[src/shared/sdr_pkg.sv]
// package of offsets, fields and types for the segment display register bank
package sdr_pkg;
   localparam logic [7:0]  OFS_IRQ_FLAG       = 8'h1c;
   localparam logic [7:0]  OFS_IRQ_FLAG_SET   = 8'h20;
   localparam logic [7:0]  OFS_IRQ_FLAG_CLEAR = 8'h24;
   localparam logic [7:0]  OFS_IRQ_ENABLE     = 8'h28;
   localparam logic [7:0]  OFS_SEG0           = 8'h40;
   localparam logic [7:0]  OFS_SEG1           = 8'h44;
   localparam logic [7:0]  OFS_SEG2           = 8'h48;
   localparam logic [7:0]  OFS_SEG3           = 8'h4c;
   localparam logic [7:0]  OFS_UPDATE_HOLD    = 8'h60;
   localparam logic [7:0]  OFS_SYNC_PENDING   = 8'h64;
   localparam logic [7:0]  OFS_SEG4           = 8'hcc;
   localparam logic [7:0]  OFS_SEG5           = 8'hd0;
   localparam logic [7:0]  OFS_SEG6           = 8'hd4;
   localparam logic [7:0]  OFS_SEG7           = 8'hd8;
   localparam int          SEG_W              = 24;
   localparam int          NUM_COM            = 8;
   localparam int          BIT_FRAME_EVENT    = 0;
   localparam int          BIT_UPDATE_HOLD    = 0;
   localparam int          BUSY_SEG_LO        = 4;
   localparam int          BUSY_SEG_HI        = 16;
   localparam logic [23:0] SEG_RESET          = 24'h000000;
   // display tick every 25 MHz / 32768 Hz, rounded down
   localparam int          CLK_HZ             = 25000000;
   localparam int          DISP_HZ            = 32768;
   localparam int          DISP_DIV           = CLK_HZ / DISP_HZ;
   localparam int          SYNC_TICKS         = 2;

   typedef struct packed {
      logic        cyc;
      logic        stb;
      logic        we;
      logic [7:0]  adr;
      logic [3:0]  sel;
      logic [31:0] dat;
   } sdr_wb_req_t;

   typedef struct packed {
      logic        ack;
      logic [31:0] dat;
   } sdr_wb_rsp_t;

   typedef logic [SEG_W-1:0] sdr_seg_t;
endpackage

[src/rtl/sdr_reg_bank.sv]
// wishbone register bank of the segment display driver with display domain transfer
//
// Decided for this implementation: the Wishbone slave port.
`timescale 1ns/1ps
`default_nettype none
// Notes on behaviour
// - writing one to set register bit 0 sets the frame event flag
// - writing one to clear register bit 0 clears the frame event flag
// - enable bit 0 is read/write, resets zero, gates flag onto interrupt
// - eight 24-bit segment words, one per common line, reset to zero
// - while update hold is one, writes are not carried to display domain
// - while update hold is zero, writes transfer to display domain promptly
// - busy bits 0..3 show control, blink/anim, anim A, anim B syncing
// - busy bits 4..7 and 16..19 show segment words 0..7 syncing
// - frame event flag is set by hardware when frame counter reaches zero
module sdr_reg_bank (
   input  wire logic                                  clk,
   input  wire logic                                  resetn,
   input  wire sdr_pkg::sdr_wb_req_t                  wb_req,
   output sdr_pkg::sdr_wb_rsp_t                       wb_rsp,
   input  wire logic                                  frame_event,
   input  wire logic [3:0]                            ctl_write_pulse,
   output logic                                       irq,
   output logic                                       disp_tick,
   output logic [sdr_pkg::NUM_COM*sdr_pkg::SEG_W-1:0] disp_seg_words,
   output logic [3:0]                                 ctl_apply_pulse
);
   import sdr_pkg::*;

   sdr_seg_t    seg_reg [NUM_COM];
   sdr_seg_t    disp_reg [NUM_COM];
   logic [NUM_COM-1:0] seg_pend_reg;
   logic [3:0]  ctl_pend_reg;
   logic        flag_reg;
   logic        enable_reg;
   logic        hold_reg;
   logic        ack_reg;
   logic [31:0] rdat_reg;
   logic [31:0] rdat_next;
   logic [15:0] div_reg;
   logic [1:0]  sync_cnt_reg;
   logic        wr;
   logic        rd;
   logic        wbit0;
   logic [NUM_COM-1:0] seg_hit;
   logic [31:0] busy;
   logic        apply;
   logic [10:0] xfer_wait_reg;

   assign rd = wb_req.cyc & wb_req.stb & ~wb_req.we & ~ack_reg;
   assign wr = wb_req.cyc & wb_req.stb & wb_req.we & ~ack_reg;
   assign wbit0 = wr & wb_req.sel[0] & wb_req.dat[0];

   always_comb begin
      seg_hit = '0;
      case (wb_req.adr)
         OFS_SEG0: seg_hit[0] = wr;
         OFS_SEG1: seg_hit[1] = wr;
         OFS_SEG2: seg_hit[2] = wr;
         OFS_SEG3: seg_hit[3] = wr;
         OFS_SEG4: seg_hit[4] = wr;
         OFS_SEG5: seg_hit[5] = wr;
         OFS_SEG6: seg_hit[6] = wr;
         OFS_SEG7: seg_hit[7] = wr;
         default: seg_hit = '0;
      endcase
   end

   // wishbone ack one cycle after request, dropped next cycle
   always_ff @(posedge clk or negedge resetn) begin
      if (!resetn) begin
         ack_reg <= 1'b0;
      end else begin
         ack_reg <= (rd | wr);
      end
   end

   // segment words with byte lanes
   always_ff @(posedge clk or negedge resetn) begin
      if (!resetn) begin
         for (int i = 0; i < NUM_COM; i++) seg_reg[i] <= SEG_RESET;
      end else begin
         for (int i = 0; i < NUM_COM; i++) begin
            for (int b = 0; b < 3; b++) begin
               if (seg_hit[i] && wb_req.sel[b]) begin
                  seg_reg[i][b*8 +: 8] <= wb_req.dat[b*8 +: 8];
               end
            end
         end
      end
   end

   // frame event flag: hardware and software set win over clear
   always_ff @(posedge clk or negedge resetn) begin
      if (!resetn) begin
         flag_reg <= 1'b0;
      end else if (frame_event) begin
         flag_reg <= 1'b1;
      end else if (wbit0 && wb_req.adr == OFS_IRQ_FLAG_SET) begin
         flag_reg <= 1'b1;
      end else if (wbit0 && wb_req.adr == OFS_IRQ_FLAG_CLEAR) begin
         flag_reg <= 1'b0;
      end
   end

   always_ff @(posedge clk or negedge resetn) begin
      if (!resetn) begin
         enable_reg <= 1'b0;
         hold_reg   <= 1'b0;
      end else if (wr && wb_req.sel[0]) begin
         if (wb_req.adr == OFS_IRQ_ENABLE) enable_reg <= wb_req.dat[BIT_FRAME_EVENT];
         if (wb_req.adr == OFS_UPDATE_HOLD) hold_reg <= wb_req.dat[BIT_UPDATE_HOLD];
      end
   end

   assign irq = flag_reg & enable_reg;

   // display clock enable and synchroniser delay
   always_ff @(posedge clk or negedge resetn) begin
      if (!resetn) begin
         div_reg <= '0;
      end else if (div_reg == 16'(DISP_DIV - 1)) begin
         div_reg <= '0;
      end else begin
         div_reg <= div_reg + 16'h0001;
      end
   end
   assign disp_tick = (div_reg == 16'(DISP_DIV - 1));

   always_ff @(posedge clk or negedge resetn) begin
      if (!resetn) begin
         sync_cnt_reg <= '0;
      end else if (hold_reg || ((seg_pend_reg == '0) && (ctl_pend_reg == '0))) begin
         sync_cnt_reg <= '0;
      end else if (disp_tick) begin
         sync_cnt_reg <= (sync_cnt_reg == 2'(SYNC_TICKS - 1)) ? 2'h0 : sync_cnt_reg + 2'h1;
      end
   end
   assign apply = ~hold_reg & disp_tick & (sync_cnt_reg == 2'(SYNC_TICKS - 1));

   // pending flags: a new write wins over the apply in the same cycle
   always_ff @(posedge clk or negedge resetn) begin
      if (!resetn) begin
         seg_pend_reg <= '0;
         ctl_pend_reg <= '0;
      end else begin
         seg_pend_reg <= (apply ? '0 : seg_pend_reg) | seg_hit;
         ctl_pend_reg <= (apply ? '0 : ctl_pend_reg) | ctl_write_pulse;
      end
   end

   always_ff @(posedge clk or negedge resetn) begin
      if (!resetn) begin
         for (int i = 0; i < NUM_COM; i++) disp_reg[i] <= SEG_RESET;
         ctl_apply_pulse <= '0;
      end else begin
         ctl_apply_pulse <= apply ? ctl_pend_reg : 4'h0;
         for (int i = 0; i < NUM_COM; i++) begin
            if (apply && seg_pend_reg[i]) disp_reg[i] <= seg_reg[i];
         end
      end
   end

   always_comb begin
      for (int i = 0; i < NUM_COM; i++) disp_seg_words[i*SEG_W +: SEG_W] = disp_reg[i];
   end

   always_comb begin
      busy = '0;
      busy[3:0] = ctl_pend_reg;
      busy[BUSY_SEG_LO +: 4] = seg_pend_reg[3:0];
      busy[BUSY_SEG_HI +: 4] = seg_pend_reg[7:4];
   end

   always_comb begin
      rdat_next = '0;
      case (wb_req.adr)
         OFS_IRQ_FLAG:     rdat_next[0] = flag_reg;
         OFS_IRQ_ENABLE:   rdat_next[0] = enable_reg;
         OFS_UPDATE_HOLD:  rdat_next[0] = hold_reg;
         OFS_SYNC_PENDING: rdat_next = busy;
         OFS_SEG0:         rdat_next[SEG_W-1:0] = seg_reg[0];
         OFS_SEG1:         rdat_next[SEG_W-1:0] = seg_reg[1];
         OFS_SEG2:         rdat_next[SEG_W-1:0] = seg_reg[2];
         OFS_SEG3:         rdat_next[SEG_W-1:0] = seg_reg[3];
         OFS_SEG4:         rdat_next[SEG_W-1:0] = seg_reg[4];
         OFS_SEG5:         rdat_next[SEG_W-1:0] = seg_reg[5];
         OFS_SEG6:         rdat_next[SEG_W-1:0] = seg_reg[6];
         OFS_SEG7:         rdat_next[SEG_W-1:0] = seg_reg[7];
         default:          rdat_next = '0;
      endcase
   end

   always_ff @(posedge clk or negedge resetn) begin
      if (!resetn) begin
         rdat_reg <= '0;
      end else if (rd) begin
         rdat_reg <= rdat_next;
      end
   end

   assign wb_rsp.ack = ack_reg;
   assign wb_rsp.dat = rdat_reg;

   // checks
   property p_set;
      @(posedge clk) disable iff (!resetn)
      (wbit0 && wb_req.adr == OFS_IRQ_FLAG_SET) |=> flag_reg;
   endproperty
   a_set: assert property (p_set) else $error("flag not set");

   property p_clr;
      @(posedge clk) disable iff (!resetn)
      (wbit0 && wb_req.adr == OFS_IRQ_FLAG_CLEAR && !frame_event) |=> !flag_reg;
   endproperty
   a_clr: assert property (p_clr) else $error("flag not cleared");

   property p_irq;
      @(posedge clk) disable iff (!resetn)
      irq && !(wr && wb_req.sel[0] &&
         (wb_req.adr == OFS_IRQ_FLAG_CLEAR || wb_req.adr == OFS_IRQ_ENABLE)) |=> irq;
   endproperty
   a_irq: assert property (p_irq) else $error("irq dropped while flag and enable set");

   property p_en;
      @(posedge clk) disable iff (!resetn)
      (wr && wb_req.sel[0] && wb_req.adr == OFS_IRQ_ENABLE) |=> enable_reg == $past(wb_req.dat[0]);
   endproperty
   a_en: assert property (p_en) else $error("enable not written");

   property p_hold;
      @(posedge clk) disable iff (!resetn)
      hold_reg |=> $stable(disp_seg_words);
   endproperty
   a_hold: assert property (p_hold) else $error("display changed under hold");

   // cycles that pending word 0 has waited with hold low, saturating
   always_ff @(posedge clk or negedge resetn) begin
      if (!resetn) begin
         xfer_wait_reg <= '0;
      end else if (!seg_pend_reg[0] || hold_reg || seg_hit[0]) begin
         xfer_wait_reg <= '0;
      end else if (xfer_wait_reg != 11'h7ff) begin
         xfer_wait_reg <= xfer_wait_reg + 11'h001;
      end
   end

   property p_xfer;
      @(posedge clk) disable iff (!resetn)
      xfer_wait_reg <= 11'(SYNC_TICKS * DISP_DIV);
   endproperty
   a_xfer: assert property (p_xfer) else $error("transfer stalled");

   property p_busy;
      @(posedge clk) disable iff (!resetn)
      seg_hit[5] |=> busy[17] && wb_rsp.ack;
   endproperty
   a_busy: assert property (p_busy) else $error("busy not raised");

   property p_ctl;
      @(posedge clk) disable iff (!resetn)
      ctl_write_pulse[1] |=> busy[1];
   endproperty
   a_ctl: assert property (p_ctl) else $error("control busy not raised");

   property p_seg;
      @(posedge clk) disable iff (!resetn)
      (seg_hit[2] && wb_req.sel == 4'hf) |=> seg_reg[2] == $past(wb_req.dat[23:0]);
   endproperty
   a_seg: assert property (p_seg) else $error("segment word not stored");

   property p_evt;
      @(posedge clk) disable iff (!resetn)
      frame_event |=> flag_reg;
   endproperty
   a_evt: assert property (p_evt) else $error("frame event lost");

   property p_pend_hold;
      @(posedge clk) disable iff (!resetn)
      hold_reg && seg_pend_reg[2] |=> seg_pend_reg[2];
   endproperty
   a_pend_hold: assert property (p_pend_hold) else $error("pending word lost under hold");

   property p_ctl_apply;
      @(posedge clk) disable iff (!resetn)
      (ctl_apply_pulse != 4'h0) |-> !$past(hold_reg);
   endproperty
   a_ctl_apply: assert property (p_ctl_apply) else $error("control applied under hold");

   property p_xfer_val;
      @(posedge clk) disable iff (!resetn)
      $fell(seg_pend_reg[5]) |-> disp_seg_words[5*SEG_W +: SEG_W] == seg_reg[5];
   endproperty
   a_xfer_val: assert property (p_xfer_val) else $error("word not transferred");

   c_irq: cover property (@(posedge clk) disable iff (!resetn) $rose(irq));
   c_apply: cover property (@(posedge clk) disable iff (!resetn) apply && seg_pend_reg != '0);
   c_hold: cover property (@(posedge clk) disable iff (!resetn) $fell(hold_reg) && seg_pend_reg != '0);
   c_ctl: cover property (@(posedge clk) disable iff (!resetn) ctl_apply_pulse[3]);
   c_evt: cover property (@(posedge clk) disable iff (!resetn) frame_event && !enable_reg);
endmodule
`default_nettype wire

[config.mk]
export PLATFORM = sky130hd
export DESIGN_NAME = sdr_reg_bank
export DESIGN_NICKNAME = d
export VERILOG_FILES = /design/src/shared/sdr_pkg.sv /design/src/rtl/sdr_reg_bank.sv
export SDC_FILE = /design/constraint.sdc
export NUM_CORES = 1
export LEC_CHECK = 0
export ABC_AREA = 1
export BUFFER_PORTS_ARGS = -buffer_cell sky130_fd_sc_hd__buf_2
export CORE_MARGIN = 2
export CORE_UTILIZATION = 60
export DETAILED_ROUTE_END_ITERATION = 16
export GPL_TIMING_DRIVEN = 0
export PLACE_DENSITY = 0.84
export REMOVE_ABC_BUFFERS = 1
export SYNTH_ARGS = -nofsm -noshare
export SYNTH_HDL_FRONTEND = slang
export SYNTH_SLANG_ARGS = --single-unit
export TNS_END_PERCENT = 1
[constraint.sdc]
create_clock -name clk -period 3.36 [get_ports clk]
set_input_delay 0.168 -clock clk [delete_from_list [all_inputs] [get_ports clk]]
set_output_delay 0.168 -clock clk [all_outputs]
set_load 0.005 [all_outputs]
After elaboration in Yosys (flattened, before gate mapping). Index checks and enable logic that the tools add are counted.

Bitwise operators: 16. Reduce and logical (&&, ||, !) cells: 43. $add $sub $neg: 2. Equal/unequal tests: 16. Muxes and demuxes: 20.

Operator list (number): $pmux W23 S9 (1); $eq A8 B7 Y1 const B (6); $logic_and A1 B1 Y1 (36); $eq A8 B8 Y1 const B (4); $eq A8 B6 Y1 const B (3); $add A16 B1 Y16 const B (1); $eq A16 B10 Y1 const B (1); $mux W16 (1); $pmux W1 S12 (1); $mux W1 (11); $and A1 B1 Y1 (10); $eq A8 B5 Y1 const B (1); $logic_not A8 Y1 (1); $mux W4 (2); $mux W8 (1); $or A8 B8 Y8 (1); $mux W2 (3); $logic_not A4 Y1 (1); $or A4 B4 Y4 (1); $reduce_and A2 Y1 (2); $not A1 Y1 (3); $reduce_bool A3 Y1 (1); $add A2 B1 Y2 const B (1); $eq A2 B1 Y1 const B (1); other kinds (3) (3).

Output and inout port bits: 231. Input bits: 54. Register bits: 446. Logic and storage cells: 139.

Logic depth before layout (Yosys ltp). Gate-level depths: netlist of the first run.

Word-level depth: 9. Depth in mapped cells: 13. Depth with buffers taken out: 11.

Worst setup path after synthesis of the first run. Ideal clock, no wire load.

Kind: register to register. Start: register div_reg[1]. End: register disp_reg (netlist bit disp_seg_words[119]). Stages on the path, launching flop included: 13. Buffers on the path: 3. Period minus slack after synthesis: 1649 ps. Setup time: 117 ps. Path slack: 1711 ps. Required time: 3243 ps. Data arrival time: 1532 ps. Cell sequence: dfrtp_1 > inv_1 > ha_1 > nand2_1 > nor2_1 > nand2_1 > nor2_2 > buf_6 > nand3_2 > buf_6 > buf_6 > o21ai_1 > inv_1.

Word-level cells in the longest chain between the ends: 4.

Ends and longest elaborated chain: start: declaration (line sdr_reg_bank.sv:40) `logic [15:0] div_reg;`; start signal: assignment (line sdr_reg_bank.sv:125) `div_reg <= div_reg + 16'h0001;`; $eq A16 B10 Y1 (line sdr_reg_bank.sv:128) `assign disp_tick = (div_reg == 16'(DISP_DIV - 1));`; $and A1 B1 Y1 (2 in a row) (line sdr_reg_bank.sv:139) `assign apply = ~hold_reg & disp_tick & (sync_cnt_reg == 2'(SYNC_TICKS - 1));`; $logic_and A1 B1 Y1 (line sdr_reg_bank.sv:159) `if (apply && seg_pend_reg[i]) disp_reg[i] <= seg_reg[i];`; end signal: indexed assignment (line sdr_reg_bank.sv:159); end: declaration (line sdr_reg_bank.sv:31) `sdr_seg_t disp_reg [NUM_COM];`.

Every way passes these cells. A chain may end at the register's enable or synchronous reset.

Worst setup path after layout of the first run.
Start: register ack_reg. End: register seg_reg[100] (netlist name).

Word-level cells in the longest chain between the ends: 4.

Ends and longest elaborated chain: start: declaration (line sdr_reg_bank.sv:37) `logic ack_reg;`; start signal: assignment (line sdr_reg_bank.sv:74) `ack_reg <= (rd | wr);`; $not A1 Y1 (line sdr_reg_bank.sv:51) `assign wr = wb_req.cyc & wb_req.stb & wb_req.we & ~ack_reg;`; $and A1 B1 Y1 (line sdr_reg_bank.sv:51); $mux W1 (line sdr_reg_bank.sv:56) `case (wb_req.adr)`; $logic_and A1 B1 Y1 (line sdr_reg_bank.sv:85) `if (seg_hit[i] && wb_req.sel[b]) begin`; end signal: indexed assignment (line sdr_reg_bank.sv:86) `seg_reg[i][b*8 +: 8] <= wb_req.dat[b*8 +: 8];`; end: declaration (line sdr_reg_bank.sv:30) `sdr_seg_t seg_reg [NUM_COM];`.

Every way passes these cells.

==> reports/summary.txt, run 1 <==
POWER AND IR DROP
-------------------------------------------------------------------------------------------------
Internal power component                                                                  8400 uW
Clock group share of total power                                                            46.9%
Net switching power of the design                                                         2320 uW
Power density over the cells                                                          468 nW/um^2
Static Leak                                                                             0.0144 uW
Switching part of the total power                                                           21.6%
Power share of the combinational group                                                       2.7%
Portion of total power attributed to sequential cells                                       50.4%
Peak supply drop                                                                           471 uV

DETAILED ROUTING
-------------------------------------------------------------------------------------------------
DRC Markers                                                                                     0
Vias after detailed routing                                                                 17000
Detail Route Antenna Nets                                                                       0
Number of design-rule violations left by the first detailed-router iteration                 1597
Length of the first detailed-routing pass in iterations                                         6
Total wirelength of the detailed-routed design                                           56500 um
Drt via density                                                                              5.41
Mean routed wirelength per cell                                                           17.9 um

SYNTHESIS
-------------------------------------------------------------------------------------------------
Biggest area consumer among synthesized cells                                        sky130_fd_sc_hd__dfrtp_1
Sequential share of the synthesized area                                                    56.5%
Leading register cell type out of synthesis                                          sky130_fd_sc_hd__dfrtp_1
Synth Warn #                                                                                    0
Most common cell in the synthesized netlist                                          sky130_fd_sc_hd__nand2_1
Largest cells by area after synthesis                                                sky130_fd_sc_hd__dfrtp_1 57%, sky130_fd_sc_hd__nand2_1 14%, sky130_fd_sc_hd__inv_1 8.8%, sky130_fd_sc_hd__o21ai_0 5.9%, sky130_fd_sc_hd__o21ai_1 4.2%
Seq cells post-synth                                                                          446
Area share of the largest cell type after synthesis                                         56.5%
Number of enable-type register cells in the synthesized netlist                                 0
Share of synthesized flip-flops with an asynchronous set or reset                            100%
Number of distinct library cell variants in the gate-level netlist after synthesis             31
Total standard cell area after synthesis                                              19700 sq um
Syn avg cell area                                                                      8.12 sq um
Synthesized instance count                                                                   2431
Commonest cells post-synth                                                           733 x sky130_fd_sc_hd__nand2_1, 465 x sky130_fd_sc_hd__inv_1, 446 x sky130_fd_sc_hd__dfrtp_1

PLACED DESIGN
-------------------------------------------------------------------------------------------------
PortBufs                                                                                      267
DP Area                                                                               21200 sq um
Post-DP HPWL                                                                             36300 um
Routability Congestion                                                                      0.886
Count of placed standard cells including taps                                                3045

GRT
-------------------------------------------------------------------------------------------------
Total routing resource utilization after global routing                                     33.3%
Number of antenna violations at the first check in global routing                               5
Global route total overflow                                                                     0
First-pass GRT wire length                                                               86900 um
Number of global-route vias before repair                                                   16500
Pin count of the biggest net entering global routing                                          127

FLOORPLANNING
-------------------------------------------------------------------------------------------------
Core region area                                                                      32500 sq um
Die W                                                                                      185 um
I/O pin count                                                                                 285
Chip height                                                                                185 um
Starting density of the core                                                                60.8%
DIE AREA                                                                              34400 sq um
Floorplan row count                                                                            66

TIMING
-------------------------------------------------------------------------------------------------
RSZ-0062 raised after global routing                                                        false
Achievable frequency                                                                      331 MHz
Endpoints failing hold                                                                          0
Worst slew margin                                                                           6.73%
Count of endpoints failing setup in the final report                                            0
Worst clock skew                                                                          28.7 ps
Worst hold slack                                                                          8.24 ps
Tmin final                                                                                3020 ps
Final period utilization                                                                    90.0%
Actual slew at the worst max-slew pin                                                     1390 ps
Number of pins with negative max-slew slack in the final report                                 0

MIN PATH
-------------------------------------------------------------------------------------------------
Hold Path Depth                                                                                 3
Destination of the worst hold path                                                   seg_reg[1]$_DFFE_PN0P_
Hold path start                                                                         wb_req[1]
Hold/Removal Path Class                                                              input pin to flip-flop

LAYOUT
-------------------------------------------------------------------------------------------------
Final net count                                                                              2720
Area used by multi-input combinational logic                                           6250 sq um
Final standard cell utilization of the core                                                 70.5%
Share of layout cells above drive strength 1                                                13.8%
Syn-to-layout area delta                                                                    15.9%
Flip-flop and latch area                                                              11200 sq um
Fillers                                                                                      2484
Finished Cell Area                                                                    22900 sq um
Final standard cell count with taps included and fillers excluded                            3145

CRITICAL PATH
-------------------------------------------------------------------------------------------------
Data required, critical path                                                              3790 ps
Worst reg2reg path endpoint                                                          seg_reg[100]$_DFFE_PN0P_
Minimum setup slack among reg-to-reg paths                                                 340 ps
WS Path Type                                                                         flip-flop to flip-flop
Data arrival time of the worst path                                                       3450 ps
Logic depth of the worst register-to-register path                                              5
Worst Setup Start Kind                                                                  flip-flop
Critical Path End Type                                                                  flip-flop
Origin of the critical flop-to-flop path                                             ack_reg$_DFF_PN0_
Highest net fanout along the worst path                                                        16

RUN STATUS
-------------------------------------------------------------------------------------------------
Result of the run                                                                    complete, no violations

CLOCK NETWORK
-------------------------------------------------------------------------------------------------
CTS sink count                                                                                446
Root buffer cell                                                                     sky130_fd_sc_hd__clkbuf_16
Setup repair bufs after CTS                                                                     0
Clk Latency, worst-skew pair                                                               550 ps
Number of buffers on the longest clock path                                                     3
H-Tree Depth                                                                                    2
Number of buffers created by CTS                                                               45
Clk slew on worst S/H paths                                                                 60 ps
TritonCTS clock tree                                                                          yes

FLOW RUN
-------------------------------------------------------------------------------------------------
Max-capacitance violation count                                                                 0

[power groups by stage]
stage | combinational, uW | sequential, uW | clock [uW]
final | 289 | 5400 | 5030
after global routing | 325 | 5400 | 5260
after CTS | 291 | 5400 | 5050
after detailed placement | 279 | 5500 | 0
after global placement | 251 | 5500 | 0
after floorplan | 68.7 | 5500 | 0
[worst max-delay path, cell delays in order, from the launching register on]
cell and delay (ps):
sky130_fd_sc_hd__dfrtp_1 410, sky130_fd_sc_hd__nor2_2 120, sky130_fd_sc_hd__nand2_1 360, sky130_fd_sc_hd__nor2_1 850
sky130_fd_sc_hd__nand3_1 790, sky130_fd_sc_hd__o21ai_0 390
[metrics by stage]
step	TNS [ps]	total power [uW]	setup slack, ps
finish	0	10700	335
global route	0	11000	172
floorplan	0	5570	9.67
global placement	-3206820	5750	-6470
detailed placement	-2460	5780	-154
CTS	-3780	10700	-158
[how the worst max path moves through the flow]
stage	from	end	slack, ps	cells past startpoint
after floorplan	wb_req[41]	seg_reg[168]$_DFFE_PN0P_	10	8
after global placement	resetn	disp_seg_words[134]$_DFFE_PN0P_	-6470	1
after detailed placement	div_reg[1]$_DFF_PN0_	disp_seg_words[148]$_DFFE_PN0P_	-150	9
after CTS	div_reg[1]$_DFF_PN0_	disp_seg_words[148]$_DFFE_PN0P_	-160	9
after global routing	ack_reg$_DFF_PN0_	seg_reg[99]$_DFFE_PN0P_	170	5
final	ack_reg$_DFF_PN0_	seg_reg[100]$_DFFE_PN0P_	340	5
[timing repair]
action | 4_1_cts | 5_1_grt
hold buffers | 13 | 0
resized for setup | 0 | 7
hold endpoints to repair | 92 | 0
setup endpoints to repair | 79 | 144
[layout make-up]
class	instances	area share, %
clock buffers	74	6.19
inverters	468	7.67
well taps	442	2.42
repair buffers	290	7.31
diodes	5	0.0547
clock inverters	7	0.295
flip-flops and latches	446	48.8
multi-input cells	1413	27.3
[cell usage in the layout, fill, tap and decap left out, drive strengths merged, types with 2 or more instances in the layout]
cell         synthesis  routed
a21oi                4       4
nand4                5       5
dlygate4sd3          0      13
a21o                 5       5
ha                   2       2
clkbuf              42      74
dfrtp              446     446
nand2              737     737
inv                468     470
clkinv               0       4
diode                0       5
nand3              127     127
o21ai              399     399
nor2               109     109
conb                 1       8
buf                 69     277
xor2                 7       7
nor3                 4       4
[layer usage]
| metal | vias to the layer above | wire length, um | track usage, % |
|---|---|---|---|
| met5 | - | 0 | 0 |
| met4 | 0 | 2500 | 16.2 |
| met3 | 175 | 5600 | 7.73 |
| met2 | 875 | 26700 | 54.0 |
| met1 | 8124 | 21600 | 42.3 |
| li1 | 7852 | - | - |
[cells by family after synthesis]
kind of cell	count (synthesis)	share of synthesized area (%)
simple gates	984	20.1
other cells	1	0.0190
xor+xnor	7	0.310
compound gates	412	10.6
flops	446	56.5
fa+ha+maj	2	0.127
buf+inv	579	12.4
Note: power is estimated with default switching activity, not from simulation.
==> run 2, diff against run 1 <==
Settings changed: ABC_AREA 1 to default, CORE_UTILIZATION 60 to 40, PLACE_DENSITY 0.84 to 0.6.
==> reports/summary.txt, run 2 <==
SYNTHESIS
-------------------------------------------------------------------------------------------------
Largest cells by area after synthesis                                                sky130_fd_sc_hd__dfrtp_1 58%, sky130_fd_sc_hd__mux2_2 16%, sky130_fd_sc_hd__mux2_4 9.4%, sky130_fd_sc_hd__a22o_1 1.7%, sky130_fd_sc_hd__a22oi_1 1.5%
Number of enable-type register cells in the synthesized netlist                                 0   unchanged
Area share of the largest cell type after synthesis                                         58.2%   +1.7 points
Total standard cell area after synthesis                                              19200 sq um   -3.0%
Commonest cells post-synth                                                           446 x sky130_fd_sc_hd__dfrtp_1, 273 x sky130_fd_sc_hd__mux2_2, 120 x sky130_fd_sc_hd__mux2_4
Seq cells post-synth                                                                          446   unchanged
Share of synthesized flip-flops with an asynchronous set or reset                            100%   unchanged
Biggest area consumer among synthesized cells                                        sky130_fd_sc_hd__dfrtp_1
Most common cell in the synthesized netlist                                          sky130_fd_sc_hd__dfrtp_1
Leading register cell type out of synthesis                                          sky130_fd_sc_hd__dfrtp_1
Sequential share of the synthesized area                                                    58.2%   +1.7 points
Synth Warn #                                                                                    0   unchanged
Syn avg cell area                                                                      14.6 sq um   +80%
Number of distinct library cell variants in the gate-level netlist after synthesis             61   +97%
Synthesized instance count                                                                   1308   -46%

CLOCK NETWORK
-------------------------------------------------------------------------------------------------
CTS sink count                                                                                446   unchanged
Number of buffers on the longest clock path                                                     3   unchanged
H-Tree Depth                                                                                    2   unchanged
Number of buffers created by CTS                                                               47   +4.4%
Clk slew on worst S/H paths                                                                 60 ps   about the same
Clk Latency, worst-skew pair                                                               590 ps   +40 ps
Root buffer cell                                                                     sky130_fd_sc_hd__clkbuf_16
Setup repair bufs after CTS                                                                     0   unchanged
TritonCTS clock tree                                                                          yes

MIN PATH
-------------------------------------------------------------------------------------------------
Hold/Removal Path Class                                                              input pin to flip-flop

CRITICAL PATH
-------------------------------------------------------------------------------------------------
Minimum setup slack among reg-to-reg paths                                                 320 ps   -20 ps
Max stage delay cell, worst path                                                     sky130_fd_sc_hd__and2_1
Data arrival time of the worst path                                                       3810 ps   +360 ps
Data required, critical path                                                              3820 ps   +30 ps
Kind of cell adding the most delay to the critical path                              simple AND/OR/NAND/NOR gates
Dominant cell type by count on the critical path                                     sky130_fd_sc_hd__buf_4
Buffers plus inverters on the worst setup path                                                  3   +3
Critical Path End Type                                                                  flip-flop
Ordered cell list for the critical path                                              buf_2, nor4_2, buf_4, buf_4, and2_1, nand2_1, mux2_2
WS Path Type                                                                         input pin to flip-flop
Worst Setup Start Kind                                                                  input pin
Maximum single-stage delay on the critical path                                            920 ps   +70 ps
Highest net fanout along the worst path                                                        18   +2

TIMING
-------------------------------------------------------------------------------------------------
Number of pins with negative max-slew slack in the final report                                 0   unchanged
Achievable frequency                                                                      299 MHz   -9.7%
Final period utilization                                                                    99.7%   +9.7 points
Tmin final                                                                                3350 ps   +324 ps
Worst clock skew                                                                          19.7 ps   -9.00 ps
Actual slew at the worst max-slew pin                                                     1320 ps   -77.4 ps
Endpoints failing hold                                                                          0   unchanged
Worst slew margin                                                                           12.2%   +5.5 points
Count of endpoints failing setup in the final report                                            0   unchanged
RSZ-0062 raised after global routing                                                        false

DETAILED ROUTING
-------------------------------------------------------------------------------------------------
Number of design-rule violations left by the first detailed-router iteration                  920   -42%
Detail Route Antenna Nets                                                                       0   unchanged
Length of the first detailed-routing pass in iterations                                         6   unchanged
DRC Markers                                                                                     0   unchanged
Mean routed wirelength per cell                                                           26.7 um   +49%
Vias after detailed routing                                                                 12500   -26%
Total wirelength of the detailed-routed design                                           60600 um   +7.3%
Drt via density                                                                              5.53   +2.1%

GRT
-------------------------------------------------------------------------------------------------
Number of global-route vias before repair                                                   12900   -22%
First-pass GRT wire length                                                               88300 um   +1.6%
Pin count of the biggest net entering global routing                                          118   -7.1%
Total routing resource utilization after global routing                                     24.4%   -8.9 points
Global route total overflow                                                                     0   unchanged
Number of antenna violations at the first check in global routing                               2   -3

FLOORPLANNING
-------------------------------------------------------------------------------------------------
DIE AREA                                                                              49700 sq um   +44%
Core region area                                                                      47500 sq um   +47%
Floorplan row count                                                                            80   +21%
Starting density of the core                                                                40.3%   -21 points
I/O pin count                                                                                 285   unchanged
Die W                                                                                      223 um   +20%
Chip height                                                                                223 um   +20%

POWER AND IR DROP
-------------------------------------------------------------------------------------------------
Static Leak                                                                             0.0122 uW   -15%
Power density over the cells                                                          483 nW/um^2   +3.2%
Peak supply drop                                                                           318 uV   -32%

PLACED DESIGN
-------------------------------------------------------------------------------------------------
DP Area                                                                               21200 sq um   -0.18%
PortBufs                                                                                      267   unchanged
Post-DP HPWL                                                                             39000 um   +7.4%
Count of placed standard cells including taps                                                2146   -30%
Routability Congestion                                                                      0.781   -12%

LAYOUT
-------------------------------------------------------------------------------------------------
Final net count                                                                              1670   -39%
Fillers                                                                                      4195   +69%
Area used by multi-input combinational logic                                           7530 sq um   +20%
Syn-to-layout area delta                                                                    20.6%
Most common cell after layout, fill and taps aside                                   sky130_fd_sc_hd__dfrtp_1
Flip-flop and latch area                                                              11200 sq um   unchanged
Final standard cell count with taps included and fillers excluded                            2268   -28%
Share of layout cells above drive strength 1                                                47.5%   +34 points
Finished Cell Area                                                                    23100 sq um   +0.95%
Commonest cells after routing, fill and taps aside                                   446 x sky130_fd_sc_hd__dfrtp_1, 273 x sky130_fd_sc_hd__mux2_2, 266 x sky130_fd_sc_hd__buf_2, 120 x sky130_fd_sc_hd__mux2_4, 68 x sky130_fd_sc_hd__nand2_1

RUN STATUS
-------------------------------------------------------------------------------------------------
Result of the run                                                                    complete, no violations

FLOW RUN
-------------------------------------------------------------------------------------------------
Max-capacitance violation count                                                                 0   unchanged

==> run 2: power breakdown <==
| part | total [uW] | internal, uW | switching, uW |
|---|---|---|---|
| Clock | 5400 | 3190 | 2210 |
| Sequential | 5410 | 5390 | 19.2 |
| Combinational | 357 | 105 | 252 |
==> run 2: worst paths after layout <==
| kind | from | to | cells past startpoint |
|---|---|---|---|
| min | wb_req[39] | rdat_reg[16]$_DFFE_PN0P_ | 4 |
| max | wb_req[38] | seg_reg[61]$_DFFE_PN0P_ | 7 |
| min in group asynchronous | resetn | disp_seg_words[150]$_DFFE_PN0P_ | 3 |
| min reg2reg | rdat_reg[8]$_DFFE_PN0P_ | rdat_reg[8]$_DFFE_PN0P_ | 1 |
| max reg2reg | div_reg[1]$_DFF_PN0_ | disp_seg_words[185]$_DFFE_PN0P_ | 8 |
| max in group asynchronous | resetn | seg_reg[81]$_DFFE_PN0P_ | 4 |
==> run 2: cells by family (layout without fill, tap and decap cells) <==
family                     after synthesis  count (layout)  synth area share [%]
AOI/OAI and AO/OA                      167             167                  6.55
xor gates and xnor gates                14              14                 0.640
adders and majority gates                2               2                 0.131
buffers and inverters                   81             418                  2.98
DFF                                    446             446                  58.2
muxes                                  394             394                  25.5
other                                    1               9                0.0196
and+or+nand+nor                        203             203                  5.94
==> run 2: worst reg2reg max path, cell delays in order (launching register included) <==
cell and delay (ps):
sky130_fd_sc_hd__dfrtp_1 390, sky130_fd_sc_hd__inv_1 60, sky130_fd_sc_hd__ha_1 140, sky130_fd_sc_hd__nor4b_1 250
sky130_fd_sc_hd__nand3b_1 200, sky130_fd_sc_hd__nor4_4 520, sky130_fd_sc_hd__buf_8 240, sky130_fd_sc_hd__nand2_2 580
sky130_fd_sc_hd__mux2_2 540
==> run 2: what timing repair did <==
action                                 4_1_cts  5_1_grt
gates resized for setup                      3        0
endpoints found under the hold margin      313        0
hold buffers                                34        0
setup endpoints to repair                   59        0
==> run 2: per-layer routing <==
layer	wire length (um)	track usage (%)	up-vias
met3	4080	5.57	96
li1	-	-	5398
met1	26800	34.1	6606
met2	28300	38.3	440
met4	1370	6.39	0
met5	0	0	-
==> run 2: through the flow <==
stage	setup slack (ps)	power [uW]	setup TNS [ps]	util [%]	hold slack [ps]
final	10.7	11200	0	48.6	58.1
after global routing	14.3	11500	0	48.6	45.9
after CTS	80.1	11300	0	48.6	12.6
after detailed placement	-935	5830	-84840	44.5	-46.7
after global placement	-6890	5790	-4156640	43.6	352
after floorplan	-298	5560	-15980	-	-128
==> run 2: cell type report <==
cell class | count | share of cell area [%]
Antenna cell | 1 | 0.0108
Clock buffer | 70 | 6.03
Inverter | 5 | 0.0812
Multi-Input combinational cell | 788 | 32.6
Clock inverter | 17 | 0.904
Tap cell | 615 | 3.33
Sequential cell | 446 | 48.3
Timing Repair Buffer | 326 | 8.77
